**src/rtl/afc_pkg.sv**
```systemverilog
package afc_pkg;

    // ****************************************
    // register byte offsets
    // ****************************************
    localparam logic [7:0] AFC_OFS_DATA      = 8'h00;
    localparam logic [7:0] AFC_OFS_FEATURE   = 8'h04;
    localparam logic [7:0] AFC_OFS_SECT_CNT  = 8'h08;
    localparam logic [7:0] AFC_OFS_SECT_NUM  = 8'h0c;
    localparam logic [7:0] AFC_OFS_CYL_LOW   = 8'h10;
    localparam logic [7:0] AFC_OFS_CYL_HIGH  = 8'h14;
    localparam logic [7:0] AFC_OFS_DEV_HEAD  = 8'h18;
    localparam logic [7:0] AFC_OFS_COMMAND   = 8'h1c;
    localparam logic [7:0] AFC_OFS_NATIVE    = 8'h20;

    // ****************************************
    // opcodes and feature value
    // ****************************************
    localparam logic [7:0] AFC_OP_TRACK      = 8'h50;
    localparam logic [7:0] AFC_OP_UNIT       = 8'hf7;
    localparam logic [7:0] AFC_FEATURE_UNIT  = 8'h11;

    // ****************************************
    // field positions
    // ****************************************
    localparam int AFC_DH_LBA_BIT    = 6;
    localparam int AFC_ST_BSY        = 7;
    localparam int AFC_ST_RDY        = 6;
    localparam int AFC_ST_DSC        = 4;
    localparam int AFC_ST_DRQ        = 3;
    localparam int AFC_ST_ERR        = 0;
    localparam int AFC_ER_IDN        = 4;
    localparam int AFC_ER_ABT        = 2;

    // ****************************************
    // reset values and geometry
    // ****************************************
    localparam logic [7:0]  AFC_RST_DEV_HEAD  = 8'ha0;
    localparam logic [27:0] AFC_RST_NATIVE    = 28'hfffffff;
    localparam int unsigned AFC_SECTORS_PER_TRACK = 63;
    localparam int unsigned AFC_HEADS         = 16;
    localparam logic [7:0]  AFC_TABLE_WORDS_M1 = 8'hff;

    typedef enum logic [2:0] {
        AFC_IDLE  = 3'b000,
        AFC_TABLE = 3'b001,
        AFC_MERGE = 3'b010,
        AFC_ISSUE = 3'b011,
        AFC_DONE  = 3'b100
    } afc_state_t;

endpackage

```
**src/rtl/afc_format_ctrl.sv**
```systemverilog
// Overview of operation
// - opcode 50h formats exactly one logical track, old data lost
// - every good sector of the track is written with zeros
// - no read-back check of zeroed sectors
// - one-sector format table is accepted, its content ignored
// - track layout always ascending 1:1, regardless of table
// - in lba mode current lba reported back in the same registers
// - lba beyond range aborts the track format
// - lba mode selects the logical track holding the given lba
// - opcode f7h merges reassignments into defects, then writes all good sectors
// - old records erased, new records committed at completion
// - unit format covers lba 0 to native top, ignoring limits
// - unit format without preceding erase-prepare is aborted
// - unit format has no data phase, drq never set
//
// The register addresses and the Wishbone slave port are this design's own decisions.
`timescale 1ns/10ps
`default_nettype none

module afc_format_ctrl (
    // clock and reset
    input  wire logic        clk_i,
    input  wire logic        rst_i,
    // wishbone slave
    input  wire logic        cyc_i,
    input  wire logic        stb_i,
    input  wire logic        we_i,
    input  wire logic [7:0]  adr_i,
    input  wire logic [3:0]  sel_i,
    input  wire logic [31:0] dat_i,
    output logic      [31:0] dat_o,
    output logic             ack_o,
    // media zero-write port
    output logic             zero_wr_req_o,
    output logic      [27:0] zero_wr_lba_o,
    input  wire logic        zero_wr_ack_i,
    input  wire logic        defect_hit_i,
    // defect records
    output logic             merge_req_o,
    input  wire logic        merge_ack_i,
    output logic             records_commit_o,
    // erase-prepare completion
    input  wire logic        erase_prepared_i
);

    afc_pkg::afc_state_t state;
    logic [7:0]  feature;
    logic [7:0]  sector_count;
    logic [7:0]  sector_number;
    logic [7:0]  cylinder_low;
    logic [7:0]  cylinder_high;
    logic [7:0]  device_head;
    logic [27:0] native_top_address;
    logic [7:0]  error_flags;
    logic [7:0]  command_status;
    logic        prepared;
    logic        unit_mode;
    logic [7:0]  table_count;
    logic [27:0] cur_lba;
    logic [27:0] last_lba;
    logic        abort_flag;
    logic        lba_mode;
    logic [27:0] first_lba;
    logic [27:0] calc_last_lba;
    logic        in_range;
    logic        wb_access;
    logic        wb_write;
    logic        busy;
    logic        cmd_fire;
    logic        data_fire;
    logic        sector_step;

    // ****************************************
    // bus decode
    // ****************************************
    function automatic logic reg_hit(input logic [7:0] adr,
                                     input logic [7:0] ofs);
        reg_hit = (adr == ofs);
    endfunction
    assign wb_access   = cyc_i && stb_i && !ack_o;
    assign wb_write    = wb_access && we_i && sel_i[0];
    assign busy        = (state != afc_pkg::AFC_IDLE);
    assign cmd_fire    = wb_write && !busy
                         && reg_hit(adr_i, afc_pkg::AFC_OFS_COMMAND);
    assign data_fire   = wb_write && (state == afc_pkg::AFC_TABLE)
                         && reg_hit(adr_i, afc_pkg::AFC_OFS_DATA);
    assign lba_mode    = device_head[afc_pkg::AFC_DH_LBA_BIT];
    // a defective sector is skipped, a good one waits for its write
    assign sector_step = (state == afc_pkg::AFC_ISSUE)
                         && (defect_hit_i || zero_wr_ack_i);

    always_ff @(posedge clk_i) begin
        if (rst_i) begin
            ack_o <= 1'b0;
        end else begin
            ack_o <= wb_access;
        end
    end
    always_ff @(posedge clk_i) begin
        if (rst_i) begin
            dat_o <= 32'h0;
        end else if (wb_access && !we_i) begin
            case (adr_i)
                afc_pkg::AFC_OFS_FEATURE:  dat_o <= {24'h0, error_flags};
                afc_pkg::AFC_OFS_SECT_CNT: dat_o <= {24'h0, sector_count};
                afc_pkg::AFC_OFS_SECT_NUM: dat_o <= {24'h0, sector_number};
                afc_pkg::AFC_OFS_CYL_LOW:  dat_o <= {24'h0, cylinder_low};
                afc_pkg::AFC_OFS_CYL_HIGH: dat_o <= {24'h0, cylinder_high};
                afc_pkg::AFC_OFS_DEV_HEAD: dat_o <= {24'h0, device_head};
                afc_pkg::AFC_OFS_COMMAND:  dat_o <= {24'h0, command_status};
                afc_pkg::AFC_OFS_NATIVE:   dat_o <= {4'h0, native_top_address};
                default:                   dat_o <= 32'h0;
            endcase
        end
    end

    // ****************************************
    // task file
    // ****************************************
    always_ff @(posedge clk_i) begin
        if (rst_i) begin
            feature       <= 8'h0;
            sector_count  <= 8'h0;
            sector_number <= 8'h0;
            cylinder_low  <= 8'h0;
            cylinder_high <= 8'h0;
            device_head   <= afc_pkg::AFC_RST_DEV_HEAD;
        end else if (state == afc_pkg::AFC_DONE && !unit_mode && lba_mode
                     && !abort_flag) begin
            // report the last lba handled
            sector_number <= cur_lba[7:0];
            cylinder_low  <= cur_lba[15:8];
            cylinder_high <= cur_lba[23:16];
            device_head   <= {device_head[7:4], cur_lba[27:24]};
        end else if (wb_write && !busy) begin
            case (adr_i)
                afc_pkg::AFC_OFS_FEATURE:  feature       <= dat_i[7:0];
                afc_pkg::AFC_OFS_SECT_CNT: sector_count  <= dat_i[7:0];
                afc_pkg::AFC_OFS_SECT_NUM: sector_number <= dat_i[7:0];
                afc_pkg::AFC_OFS_CYL_LOW:  cylinder_low  <= dat_i[7:0];
                afc_pkg::AFC_OFS_CYL_HIGH: cylinder_high <= dat_i[7:0];
                afc_pkg::AFC_OFS_DEV_HEAD: device_head   <= dat_i[7:0];
                default: ;
            endcase
        end
    end
    always_ff @(posedge clk_i) begin
        if (rst_i) begin
            native_top_address <= afc_pkg::AFC_RST_NATIVE;
        end else if (wb_write && !busy && sel_i == 4'hf
                     && reg_hit(adr_i, afc_pkg::AFC_OFS_NATIVE)) begin
            native_top_address <= dat_i[27:0];
        end
    end

    afc_track_calc u_track (
        .lba_mode_i      (lba_mode),
        .sector_number_i (sector_number),
        .cylinder_i      ({cylinder_high, cylinder_low}),
        .head_i          (device_head[3:0]),
        .native_top_i    (native_top_address),
        .target_lba_o    (),
        .first_lba_o     (first_lba),
        .last_lba_o      (calc_last_lba),
        .in_range_o      (in_range)
    );

    // ****************************************
    // erase-prepare tracking
    // ****************************************
    always_ff @(posedge clk_i) begin
        if (rst_i) begin
            prepared <= 1'b0;
        end else if (erase_prepared_i) begin
            prepared <= 1'b1;
        end else if (cmd_fire) begin
            // any command consumes the preparation
            prepared <= 1'b0;
        end
    end

    // ****************************************
    // command sequencer
    // ****************************************
    always_ff @(posedge clk_i) begin
        if (rst_i) begin
            state       <= afc_pkg::AFC_IDLE;
            unit_mode   <= 1'b0;
            abort_flag  <= 1'b0;
            table_count <= 8'h0;
            cur_lba     <= 28'h0;
            last_lba    <= 28'h0;
        end else begin
            case (state)
                afc_pkg::AFC_IDLE: begin
                    if (cmd_fire) begin
                        abort_flag  <= 1'b0;
                        table_count <= 8'h0;
                        case (dat_i[7:0])
                            afc_pkg::AFC_OP_TRACK: begin
                                unit_mode <= 1'b0;
                                if (!in_range) begin
                                    abort_flag <= 1'b1;
                                    state      <= afc_pkg::AFC_DONE;
                                end else begin
                                    state <= afc_pkg::AFC_TABLE;
                                end
                            end
                            afc_pkg::AFC_OP_UNIT: begin
                                unit_mode <= 1'b1;
                                if (!prepared) begin
                                    abort_flag <= 1'b1;
                                    state      <= afc_pkg::AFC_DONE;
                                end else begin
                                    state <= afc_pkg::AFC_MERGE;
                                end
                            end
                            default: begin
                                unit_mode  <= 1'b0;
                                abort_flag <= 1'b1;
                                state      <= afc_pkg::AFC_DONE;
                            end
                        endcase
                    end
                end
                afc_pkg::AFC_TABLE: begin
                    // table words are counted, their values dropped
                    if (data_fire) begin
                        table_count <= table_count + 8'h1;
                        if (table_count == afc_pkg::AFC_TABLE_WORDS_M1) begin
                            cur_lba  <= first_lba;
                            last_lba <= calc_last_lba;
                            state    <= afc_pkg::AFC_ISSUE;
                        end
                    end
                end
                afc_pkg::AFC_MERGE: begin
                    if (merge_ack_i) begin
                        cur_lba  <= 28'h0;
                        last_lba <= native_top_address;
                        state    <= afc_pkg::AFC_ISSUE;
                    end
                end
                afc_pkg::AFC_ISSUE: begin
                    // ascending order, no verify pass afterwards
                    if (sector_step) begin
                        if (cur_lba == last_lba) begin
                            state <= afc_pkg::AFC_DONE;
                        end else begin
                            cur_lba <= cur_lba + 28'h1;
                        end
                    end
                end
                afc_pkg::AFC_DONE: begin
                    state <= afc_pkg::AFC_IDLE;
                end
                default: begin
                    state <= afc_pkg::AFC_IDLE;
                end
            endcase
        end
    end

    // ****************************************
    // media and defect handshakes
    // ****************************************
    assign zero_wr_req_o = (state == afc_pkg::AFC_ISSUE)
                           && !defect_hit_i;
    assign zero_wr_lba_o = cur_lba;
    assign merge_req_o   = (state == afc_pkg::AFC_MERGE);

    always_ff @(posedge clk_i) begin
        if (rst_i) begin
            records_commit_o <= 1'b0;
        end else begin
            records_commit_o <= (state == afc_pkg::AFC_DONE)
                                && unit_mode && !abort_flag;
        end
    end

    // ****************************************
    // error and status
    // ****************************************
    always_comb begin
        error_flags = 8'h0;
        error_flags[afc_pkg::AFC_ER_ABT] = abort_flag;
        error_flags[afc_pkg::AFC_ER_IDN] = 1'b0;
    end

    always_comb begin
        command_status = 8'h0;
        command_status[afc_pkg::AFC_ST_BSY] = busy;
        command_status[afc_pkg::AFC_ST_RDY] = !busy;
        command_status[afc_pkg::AFC_ST_DSC] = 1'b1;
        command_status[afc_pkg::AFC_ST_DRQ] =
            (state == afc_pkg::AFC_TABLE);
        command_status[afc_pkg::AFC_ST_ERR] = abort_flag && !busy;
    end
endmodule

`default_nettype wire

```
**src/rtl/afc_track_calc.sv**
```systemverilog
`timescale 1ns/10ps
`default_nettype none

module afc_track_calc (
    // addressing inputs
    input  wire logic        lba_mode_i,
    input  wire logic [7:0]  sector_number_i,
    input  wire logic [15:0] cylinder_i,
    input  wire logic [3:0]  head_i,
    input  wire logic [27:0] native_top_i,
    // track window
    output logic      [27:0] target_lba_o,
    output logic      [27:0] first_lba_o,
    output logic      [27:0] last_lba_o,
    output logic             in_range_o
);

    logic [31:0] target;
    logic [31:0] first;
    logic [31:0] last;

    always_comb begin
        if (lba_mode_i) begin
            target = {4'h0, head_i, cylinder_i, sector_number_i};
            // whole logical track that holds the lba
            first  = target - (target % afc_pkg::AFC_SECTORS_PER_TRACK);
        end else begin
            target = (32'(cylinder_i) * afc_pkg::AFC_HEADS + 32'(head_i))
                     * afc_pkg::AFC_SECTORS_PER_TRACK;
            first  = target;
        end
        last = first + afc_pkg::AFC_SECTORS_PER_TRACK - 32'd1;
        if (last > 32'(native_top_i)) begin
            last = 32'(native_top_i);
        end
    end

    assign target_lba_o = target[27:0];
    assign first_lba_o  = first[27:0];
    assign last_lba_o   = last[27:0];
    assign in_range_o   = (target <= 32'(native_top_i));

endmodule

`default_nettype wire

```
**config.mk**
```make
export PLATFORM = sky130hd
export DESIGN_NAME = afc_format_ctrl
export DESIGN_NICKNAME = d
export VERILOG_FILES = /design/src/rtl/afc_pkg.sv /design/src/rtl/afc_format_ctrl.sv /design/src/rtl/afc_track_calc.sv
export SDC_FILE = /design/constraint.sdc
export NUM_CORES = 1
export LEC_CHECK = 0
export BUFFER_PORTS_ARGS = -buffer_cell sky130_fd_sc_hd__buf_2
export CAP_MARGIN = 10
export CELL_PAD_IN_SITES_DETAIL_PLACEMENT = 0
export CELL_PAD_IN_SITES_GLOBAL_PLACEMENT = 1
export CORE_MARGIN = 4
export CORE_UTILIZATION = 30
export DETAILED_ROUTE_END_ITERATION = 6
export GPL_TIMING_DRIVEN = 0
export PLACE_DENSITY_LB_ADDON = 0.15
export SETUP_SLACK_MARGIN = 0.3
export SYNTH_ARGS = -nofsm -noshare
export SYNTH_HDL_FRONTEND = slang
export SYNTH_SLANG_ARGS = --single-unit
```
**constraint.sdc**
```tcl
create_clock -name clk_i -period 26.9 [get_ports clk_i]
set_clock_uncertainty 0.1 [all_clocks]
set_input_delay 1.345 -clock clk_i [delete_from_list [all_inputs] [get_ports clk_i]]
set_output_delay 1.345 -clock clk_i [all_outputs]
set_load 0.01 [all_outputs]
```
* Word-level counts from Yosys, hierarchy flattened
Index checks and enable logic that the tools add are counted.
** Word-level totals
- Register bits :: 172
- Latch bits :: 0
- Bits in writable memories :: 0
- ROM bits :: 0
- Bits of input ports :: 53
- Logic and storage cells :: 146
- Memories kept :: 0
** Operators by class
- $add $sub $neg :: 6
- $mul :: 1
- Divide/modulo/power cells :: 1
- $lt $le $gt $ge :: 2
- Equal/unequal tests :: 24
- Shifts and indexed selects :: 0
- Mux-type cells :: 45
- Bitwise gates (word level) :: 1
- Reduce and logical (&&, ||, !) cells :: 49
** Operators with widths (number)
- $mux W28 :: 9
- $pmux W28 S8 :: 1
- $mux W8 :: 11
- $pmux W28 S3 :: 1
- $mux W32 :: 2
- $pmux W28 S2 :: 1
- $add A32 B6 Y32 const B :: 1
- $eq A8 B5 Y1 const B :: 4
- $gt A32 B28 Y1 :: 1
- $le A32 B28 Y1 :: 1
- $mod A28 B6 Y32 const B :: 1
- $mul A32 B6 Y32 const B :: 1
- $sub A28 B32 Y32 :: 1
- $sub A32 B1 Y32 const B :: 1
- $add A28 B1 Y28 const B :: 1
- $eq A28 B28 Y1 :: 1
- $mux W3 :: 8
- $add A20 B4 Y21 :: 1
- $logic_and A1 B1 Y1 :: 19
- $eq A8 B4 Y1 const B :: 2
- $eq A8 B8 Y1 const B :: 2
- $pmux W8 S2 :: 1
- $reduce_bool A2 Y1 :: 8
- $mux W4 :: 3
- other kinds (24) :: 47

* Depth between registers and ports, before layout
- Depth in word-level cells :: 10
- Depth in mapped cells :: 134

* By module
A second synthesis with hierarchy kept.
** Second synthesis, totals
- Cell total of the unflattened synthesis :: 3864
- Area, all modules :: 28934.0 um^2
** Modules (own cells, without submodules)
- afc_track_calc :: times used 1, cells each 2835, area each 20429.6 um^2, sequential area each 0.0 um^2
- afc_format_ctrl :: times used 1, cells each 1029, area each 8504.4 um^2, sequential area each 3363.2 um^2

* Worst setup path before layout
No wires, ideal clock.
- Kind :: flip-flop to flip-flop
- Start :: register cylinder_low[2]
- End :: register last_lba[17]
- Library setup time :: 135 ps
- Arrival time :: 29114 ps
- Slack :: -2449 ps
- Cell stages (with the launch flop) :: 117
- Path through :: dfxtp_1 > clkbuf_8 > inv_1 > ha_1 > nand4b_4 > a221o_1 > a211o_1 > o41ai_1 > o32ai_1 > or3b_4 > nor3_2 > xnor2_1 > o31ai_2 > or3_2 > a211oi_2 > o2111ai_1 > a2bb2oi_2 > buf_6 > [81 not listed] > a21o_1 > a21o_1 > a21o_1 > xor2_1 > a21oi_1 > or3_2 > or2_2 > or3_1 > xor2_1 > ha_1 > nand4_1 > o41ai_1 > and2_2 > nor3b_1 > buf_6 > buf_12 > mux2i_1 > a211oi_1
** On the way
- Word-level cells in the longest chain between the ends :: 10
** RTL lines
- start, declared :: RTL line afc_format_ctrl.sv:50 : logic [7:0] cylinder_low;
- start signal, assigned :: RTL line afc_format_ctrl.sv:132 : cylinder_low <= cur_lba[15:8];
- start signal, assigned :: RTL line afc_format_ctrl.sv:140 : afc_pkg::AFC_OFS_CYL_LOW: cylinder_low <= dat_i[7:0];
- $mod A28 B6 Y32 or $add A20 B4 Y21 (tied branches) :: RTL line afc_track_calc.sv:26, afc_track_calc.sv:28
- $sub A28 B32 Y32 or $mul A32 B6 Y32 (tied branches) :: RTL line afc_track_calc.sv:26, afc_track_calc.sv:29
- $mux W32 (*) :: RTL line afc_track_calc.sv:23 : if (lba_mode_i) begin
- $add A32 B6 Y32 (*) :: RTL line afc_track_calc.sv:32 : last = first + afc_pkg::AFC_SECTORS_PER_TRACK - 32'd1;
- $sub A32 B1 Y32 (*) :: RTL line afc_track_calc.sv:32
- $gt A32 B28 Y1 :: RTL line afc_track_calc.sv:33 : if (last > 32'(native_top_i)) begin
- $mux W28 (*) :: RTL line afc_track_calc.sv:33
- $mux W28 (*) :: RTL line afc_format_ctrl.sv:230 : if (table_count == afc_pkg::AFC_TABLE_WORDS_M1) begin
- $mux W28 (*) :: RTL line afc_format_ctrl.sv:228 : if (data_fire) begin
- $pmux W28 S2 (*) :: RTL line afc_format_ctrl.sv:194 : case (state)
- end signal, assigned :: RTL line afc_format_ctrl.sv:232 : last_lba <= calc_last_lba;
- end signal, assigned :: RTL line afc_format_ctrl.sv:240 : last_lba <= native_top_address;
- end, declared :: RTL line afc_format_ctrl.sv:60 : logic [27:0] last_lba;
Every way passes the cells marked *; elsewhere a longest branch is shown, timed or not. The select of a mux whose other input is x is not followed.
A chain may end at the register's enable or synchronous reset.

* Worst setup path after layout
- Start :: register cylinder_high[2]
- End :: register last_lba[7]
** On the way
- Word-level cells in the longest chain between the ends :: 10
** RTL lines
- start, declared :: RTL line afc_format_ctrl.sv:51 : logic [7:0] cylinder_high;
- start signal, assigned :: RTL line afc_format_ctrl.sv:133 : cylinder_high <= cur_lba[23:16];
- start signal, assigned :: RTL line afc_format_ctrl.sv:141 : afc_pkg::AFC_OFS_CYL_HIGH: cylinder_high <= dat_i[7:0];
- $mod A28 B6 Y32 or $add A20 B4 Y21 (tied branches) :: RTL line afc_track_calc.sv:26, afc_track_calc.sv:28
- $sub A28 B32 Y32 or $mul A32 B6 Y32 (tied branches) :: RTL line afc_track_calc.sv:26, afc_track_calc.sv:29
- $mux W32 (*) :: RTL line afc_track_calc.sv:23
- $add A32 B6 Y32 (*) :: RTL line afc_track_calc.sv:32
- $sub A32 B1 Y32 (*) :: RTL line afc_track_calc.sv:32
- $gt A32 B28 Y1 :: RTL line afc_track_calc.sv:33
- $mux W28 (*) :: RTL line afc_track_calc.sv:33
- $mux W28 (*) :: RTL line afc_format_ctrl.sv:230
- $mux W28 (*) :: RTL line afc_format_ctrl.sv:228
- $pmux W28 S2 (*) :: RTL line afc_format_ctrl.sv:194
Marks and branches as above.

==> metrics.md <==
| Metric | Value |
|---|---|
| Die width | 321.5 um |
| Hold Path Cell Cnt | 2 |
| Root Buffer | clkbuf_16 |
| Post-route minimum period | 29.09 ns |
| IO Pins | 117 |
| Hold WC Path Type | reg2reg |
| Core area | 97,140 um^2 |
| Ant. Diodes | 0 |
| DRT iter0 DRCs | 2,439 |
| Post-synth EDFFs | 0 |
| Synth Area in Simple Gates | 28.83% |
| Hpwl dp | 103.7 mm |
| Most used DFF post-synth | dfxtp_1 |
| Largest family of logic cells by synthesized area | compound AO/OA/AOI/OAI gates |
| PnR worst setup slack | -2.186 ns |
| Multiplexer share of the synthesized area | 3.038% |
| DR vias | 32,400 |
| Xor/xnor share of the synthesized area | 10.66% |
| Fillers | 10,110 |
| WP data required | 27.11 ns |
| #FFs+latches synth | 168 |
| Hold Startpoint | dat_o[25]$_SDFFE_PP0P_ |
| Worst Path Max Fanout | 8 |
| Main area contributors after synthesis | dfxtp_1 (11%), xnor2_1 (6.7%), ha_1 (6.3%) |
| DR WL/cell | 23.64 um |
| Num rows | 114 |
| Period utilization | 108.1% |
| RSZ-0062 raised after global routing | true |
| Final setup viols | 31 |
| Via density | 5.766 |
| Final #Nets | 4,588 |
| Worst reg2reg path depth | 125 |
| H-tree depth | 4 |
| DP Worst Slack | -7.323 ns |
| Leakage | 15.95 nW |
| Area Overhead vs Synth | 31.44% |
| Worst r2r dst | last_lba[7]$_SDFFE_PP0P_ |
| Synth warn | 0 |
| Most frequent CP cell | a21o_1 |
| Gr ovfl total | 0 |
| Layout Utilization | 39.91% |
| Clk Latency, worst-skew pair | 0.47 ns |
| Syn Std Cell Area | 29,490 um^2 |
| Synth area leader | dfxtp_1 |
| Mean Syn Cell Area | 7.692 um^2 |
| Slew Viols, Final | 0 |
| Cell Pwr Density | 46.59 nW/um^2 |
| TritonCTS buffer count | 17 |
| Vias in the first global route | 31,550 |
| CP arrival | 29.29 ns |
| Post-Syn Instances | 3,834 |
| Worst-case clock buffer depth | 2 |
| Pin count of the biggest net entering global routing | 17 |
| RR Startpoint | cylinder_high[2]$_SDFFE_PP0P_ |
| Status | complete, but fails checks |
| Hold-critical path endpoint | dat_o[25]$_SDFFE_PP0P_ |
| CTS tree | built |
| Ys async rst share | 0% |
| CP endpoint kind | flip-flop |
| First-pass DRT Iterations | 6 |
| Die Ht | 321.5 um |
| Sequential fraction of the synthesis area | 11.40% |
| Clock slew seen by the registers of the worst setup and hold paths | 0.07 ns |
| R2R Setup Slk | -2.19 ns |
| Initial antenna violation count | 1 |
| Yosys cell types | 190 |
| Critical-path top delay cell | or4b_4 |
| Post-synthesis compound-gate area fraction | 29.50% |
| Post-route antenna net violation count | 0 |
| Initial Util | 30.36% |
| Max Clk Rate | 34.38 MHz |
| Synth Area in Adders | 10.42% |
| Crit Path Class | reg2reg |
| Detailed-route wire length | 132.8 mm |
| Startpoint Class | flip-flop |
| First-pass GRT wire length | 198.5 mm |
| Gp weighted congestion | 0.9136 |
| GRT Total Usage | 24.53% |
| Max Cap Viol | 0 |
| Max incr delay on CP | 0.54 ns |
| Final-report hold violation count | 0 |
| Failing checks | negative setup slack |
| CTS sink cnt | 168 |
| Worst-margin pin slew | 1.196 ns |
| Worst VDD drop | 44.90 uV |
| Layout cell share with drive strength beyond 1 | 30.49% |
| Port Buffers | 103 |
| DRC Markers | 0 |
| Post-synth top area share | 11.40% |
| Hold_buf cts | 0 |
| Slew Limit Headroom | 19.26% |
| Die Area | 103,400 um^2 |
==> state kept, by name (all words and copies together), names as in the netlist <==
signal and flops:
dat_o 28, sector_count 8, state 3, records_commit_o 1, cylinder_high 8, prepared 1
table_count 8, abort_flag 1, unit_mode 1, sector_number 8, native_top_address 28, last_lba 28
cylinder_low 8, ack_o 1, zero_wr_lba_o 28, device_head 8
==> power breakdown <==
part	total (mW)	internal, mW	switching (mW)
clock	0.251	0.140	0.111
sequential	0.247	0.247	0.000140
combinational	1.31	0.481	0.827
total	1.81	0.868	0.938
==> worst max-delay path by stage <==
| stage | slack [ns] | start | endpoint |
|---|---|---|---|
| global placement | -8.03 | cylinder_low[5]$_SDFFE_PP0P_ | last_lba[8]$_SDFFE_PP0P_ |
| global route | -3.05 | cylinder_high[2]$_SDFFE_PP0P_ | last_lba[7]$_SDFFE_PP0P_ |
| CTS | -2.24 | cylinder_low[2]$_SDFFE_PP0P_ | last_lba[7]$_SDFFE_PP0P_ |
| floorplan | -0.64 | cylinder_low[2]$_SDFFE_PP0P_ | last_lba[17]$_SDFFE_PP0P_ |
| finish | -2.19 | cylinder_high[2]$_SDFFE_PP0P_ | last_lba[7]$_SDFFE_PP0P_ |
| detailed placement | -7.32 | cylinder_high[0]$_SDFFE_PP0P_ | last_lba[8]$_SDFFE_PP0P_ |
==> worst max-delay path: cells and delay by family, from the launching register on <==
kind | cells | cell delay, ns
buffers and inverters | 26 | 3.92
xor gates and xnor gates | 3 | 0.55
DFF | 1 | 0.40
AOI/OAI and AO/OA | 53 | 11.58
muxes | 3 | 0.88
adders and majority gates | 3 | 0.89
and+or+nand+nor | 37 | 10.57
==> cells in the mapped netlist, types with 97 or more instances <==
library cell,instances
a21o_1,97
a21oi_1,221
dfxtp_1,168
ha_1,148
inv_1,129
nand2_1,315
nand3_1,151
nor2_1,415
nor3_1,104
o21ai_0,123
xnor2_1,224
xor2_1,115
==> per-layer routing <==
metal | vias up | share of wire (%) | GRT usage [%]
met2 | 912 | 47 | 41.38
met1 | 15920 | 45 | 33.16
met4 | 0 | 3.7 | 8.165
met3 | 194 | 4.2 | 1.879
li1 | 15370 | - | -
met5 | - | 0 | 0
==> per-stage QoR <==
step | power, mW | TNS, ns | hold slack [ns] | std cells | area, um^2
after CTS | 1.699 | -61.95 | 0.3545 | 5504 | 36690
after detailed placement | 1.296 | -263.78 | 0.3453 | 5218 | 32110
after floorplan | 1.002 | -16.43 | 0.3294 | 3837 | 29990
after global routing | 1.896 | -89.33 | 0.3657 | 5619 | 38760
after global placement | 1.300 | -302.42 | 0.3396 | 5216 | 32100
final | 1.806 | -61.91 | 0.3516 | 5619 | 38760
==> cell families (layout without fill, tap and decap cells) <==
family | Yosys count | in the layout
AND/OR/NAND/NOR | 1567 | 1568
AO/OA/AOI/OAI | 1124 | 1124
XOR/XNOR | 348 | 348
buffers and inverters | 327 | 832
adder cells (fa/ha/maj) | 214 | 214
flip-flops | 168 | 168
multiplexers | 85 | 85
other | 1 | 4
==> cell usage in the layout (no fill, tap or decap), types with 56 or more instances in the layout <==
cell type and instances:
xnor2_1 204, a21oi_1 193, clkbuf_1 85, xor2_1 95
buf_6 84, ha_1 136, o21ai_0 105, buf_4 318
nand2_1 304, fa_1 56, inv_1 122, nor2_1 401
nand3_1 141, nor3_1 90, a21o_1 96, buf_2 113
nand4_1 78, dfxtp_1 150
==> area by class of cell <==
| type | count | area, um^2 | area share [%] |
|---|---|---|---|
| plain buffers | 195 | 1416 | 3.654 |
| clock buffers | 22 | 464.2 | 1.198 |
| clock inverters | 9 | 101.3 | 0.2615 |
| inverters | 131 | 521.8 | 1.346 |
| multi-input cells | 3343 | 27590 | 71.18 |
| flip-flops and latches | 168 | 3431 | 8.851 |
| well taps | 1276 | 1597 | 4.119 |
| repair buffers | 475 | 3642 | 9.396 |
==> repair_timing <==
item / in CTS / in global routing
endpoints found under the setup margin: 56 / 44
endpoints found under the hold margin: 0 / 0
pin swaps: 226 / 121
resized for setup: 364 / 235
cloned: 4 / 2
setup buffers: 251 / 114
No activity file was read; power rests on OpenSTA's default activity.
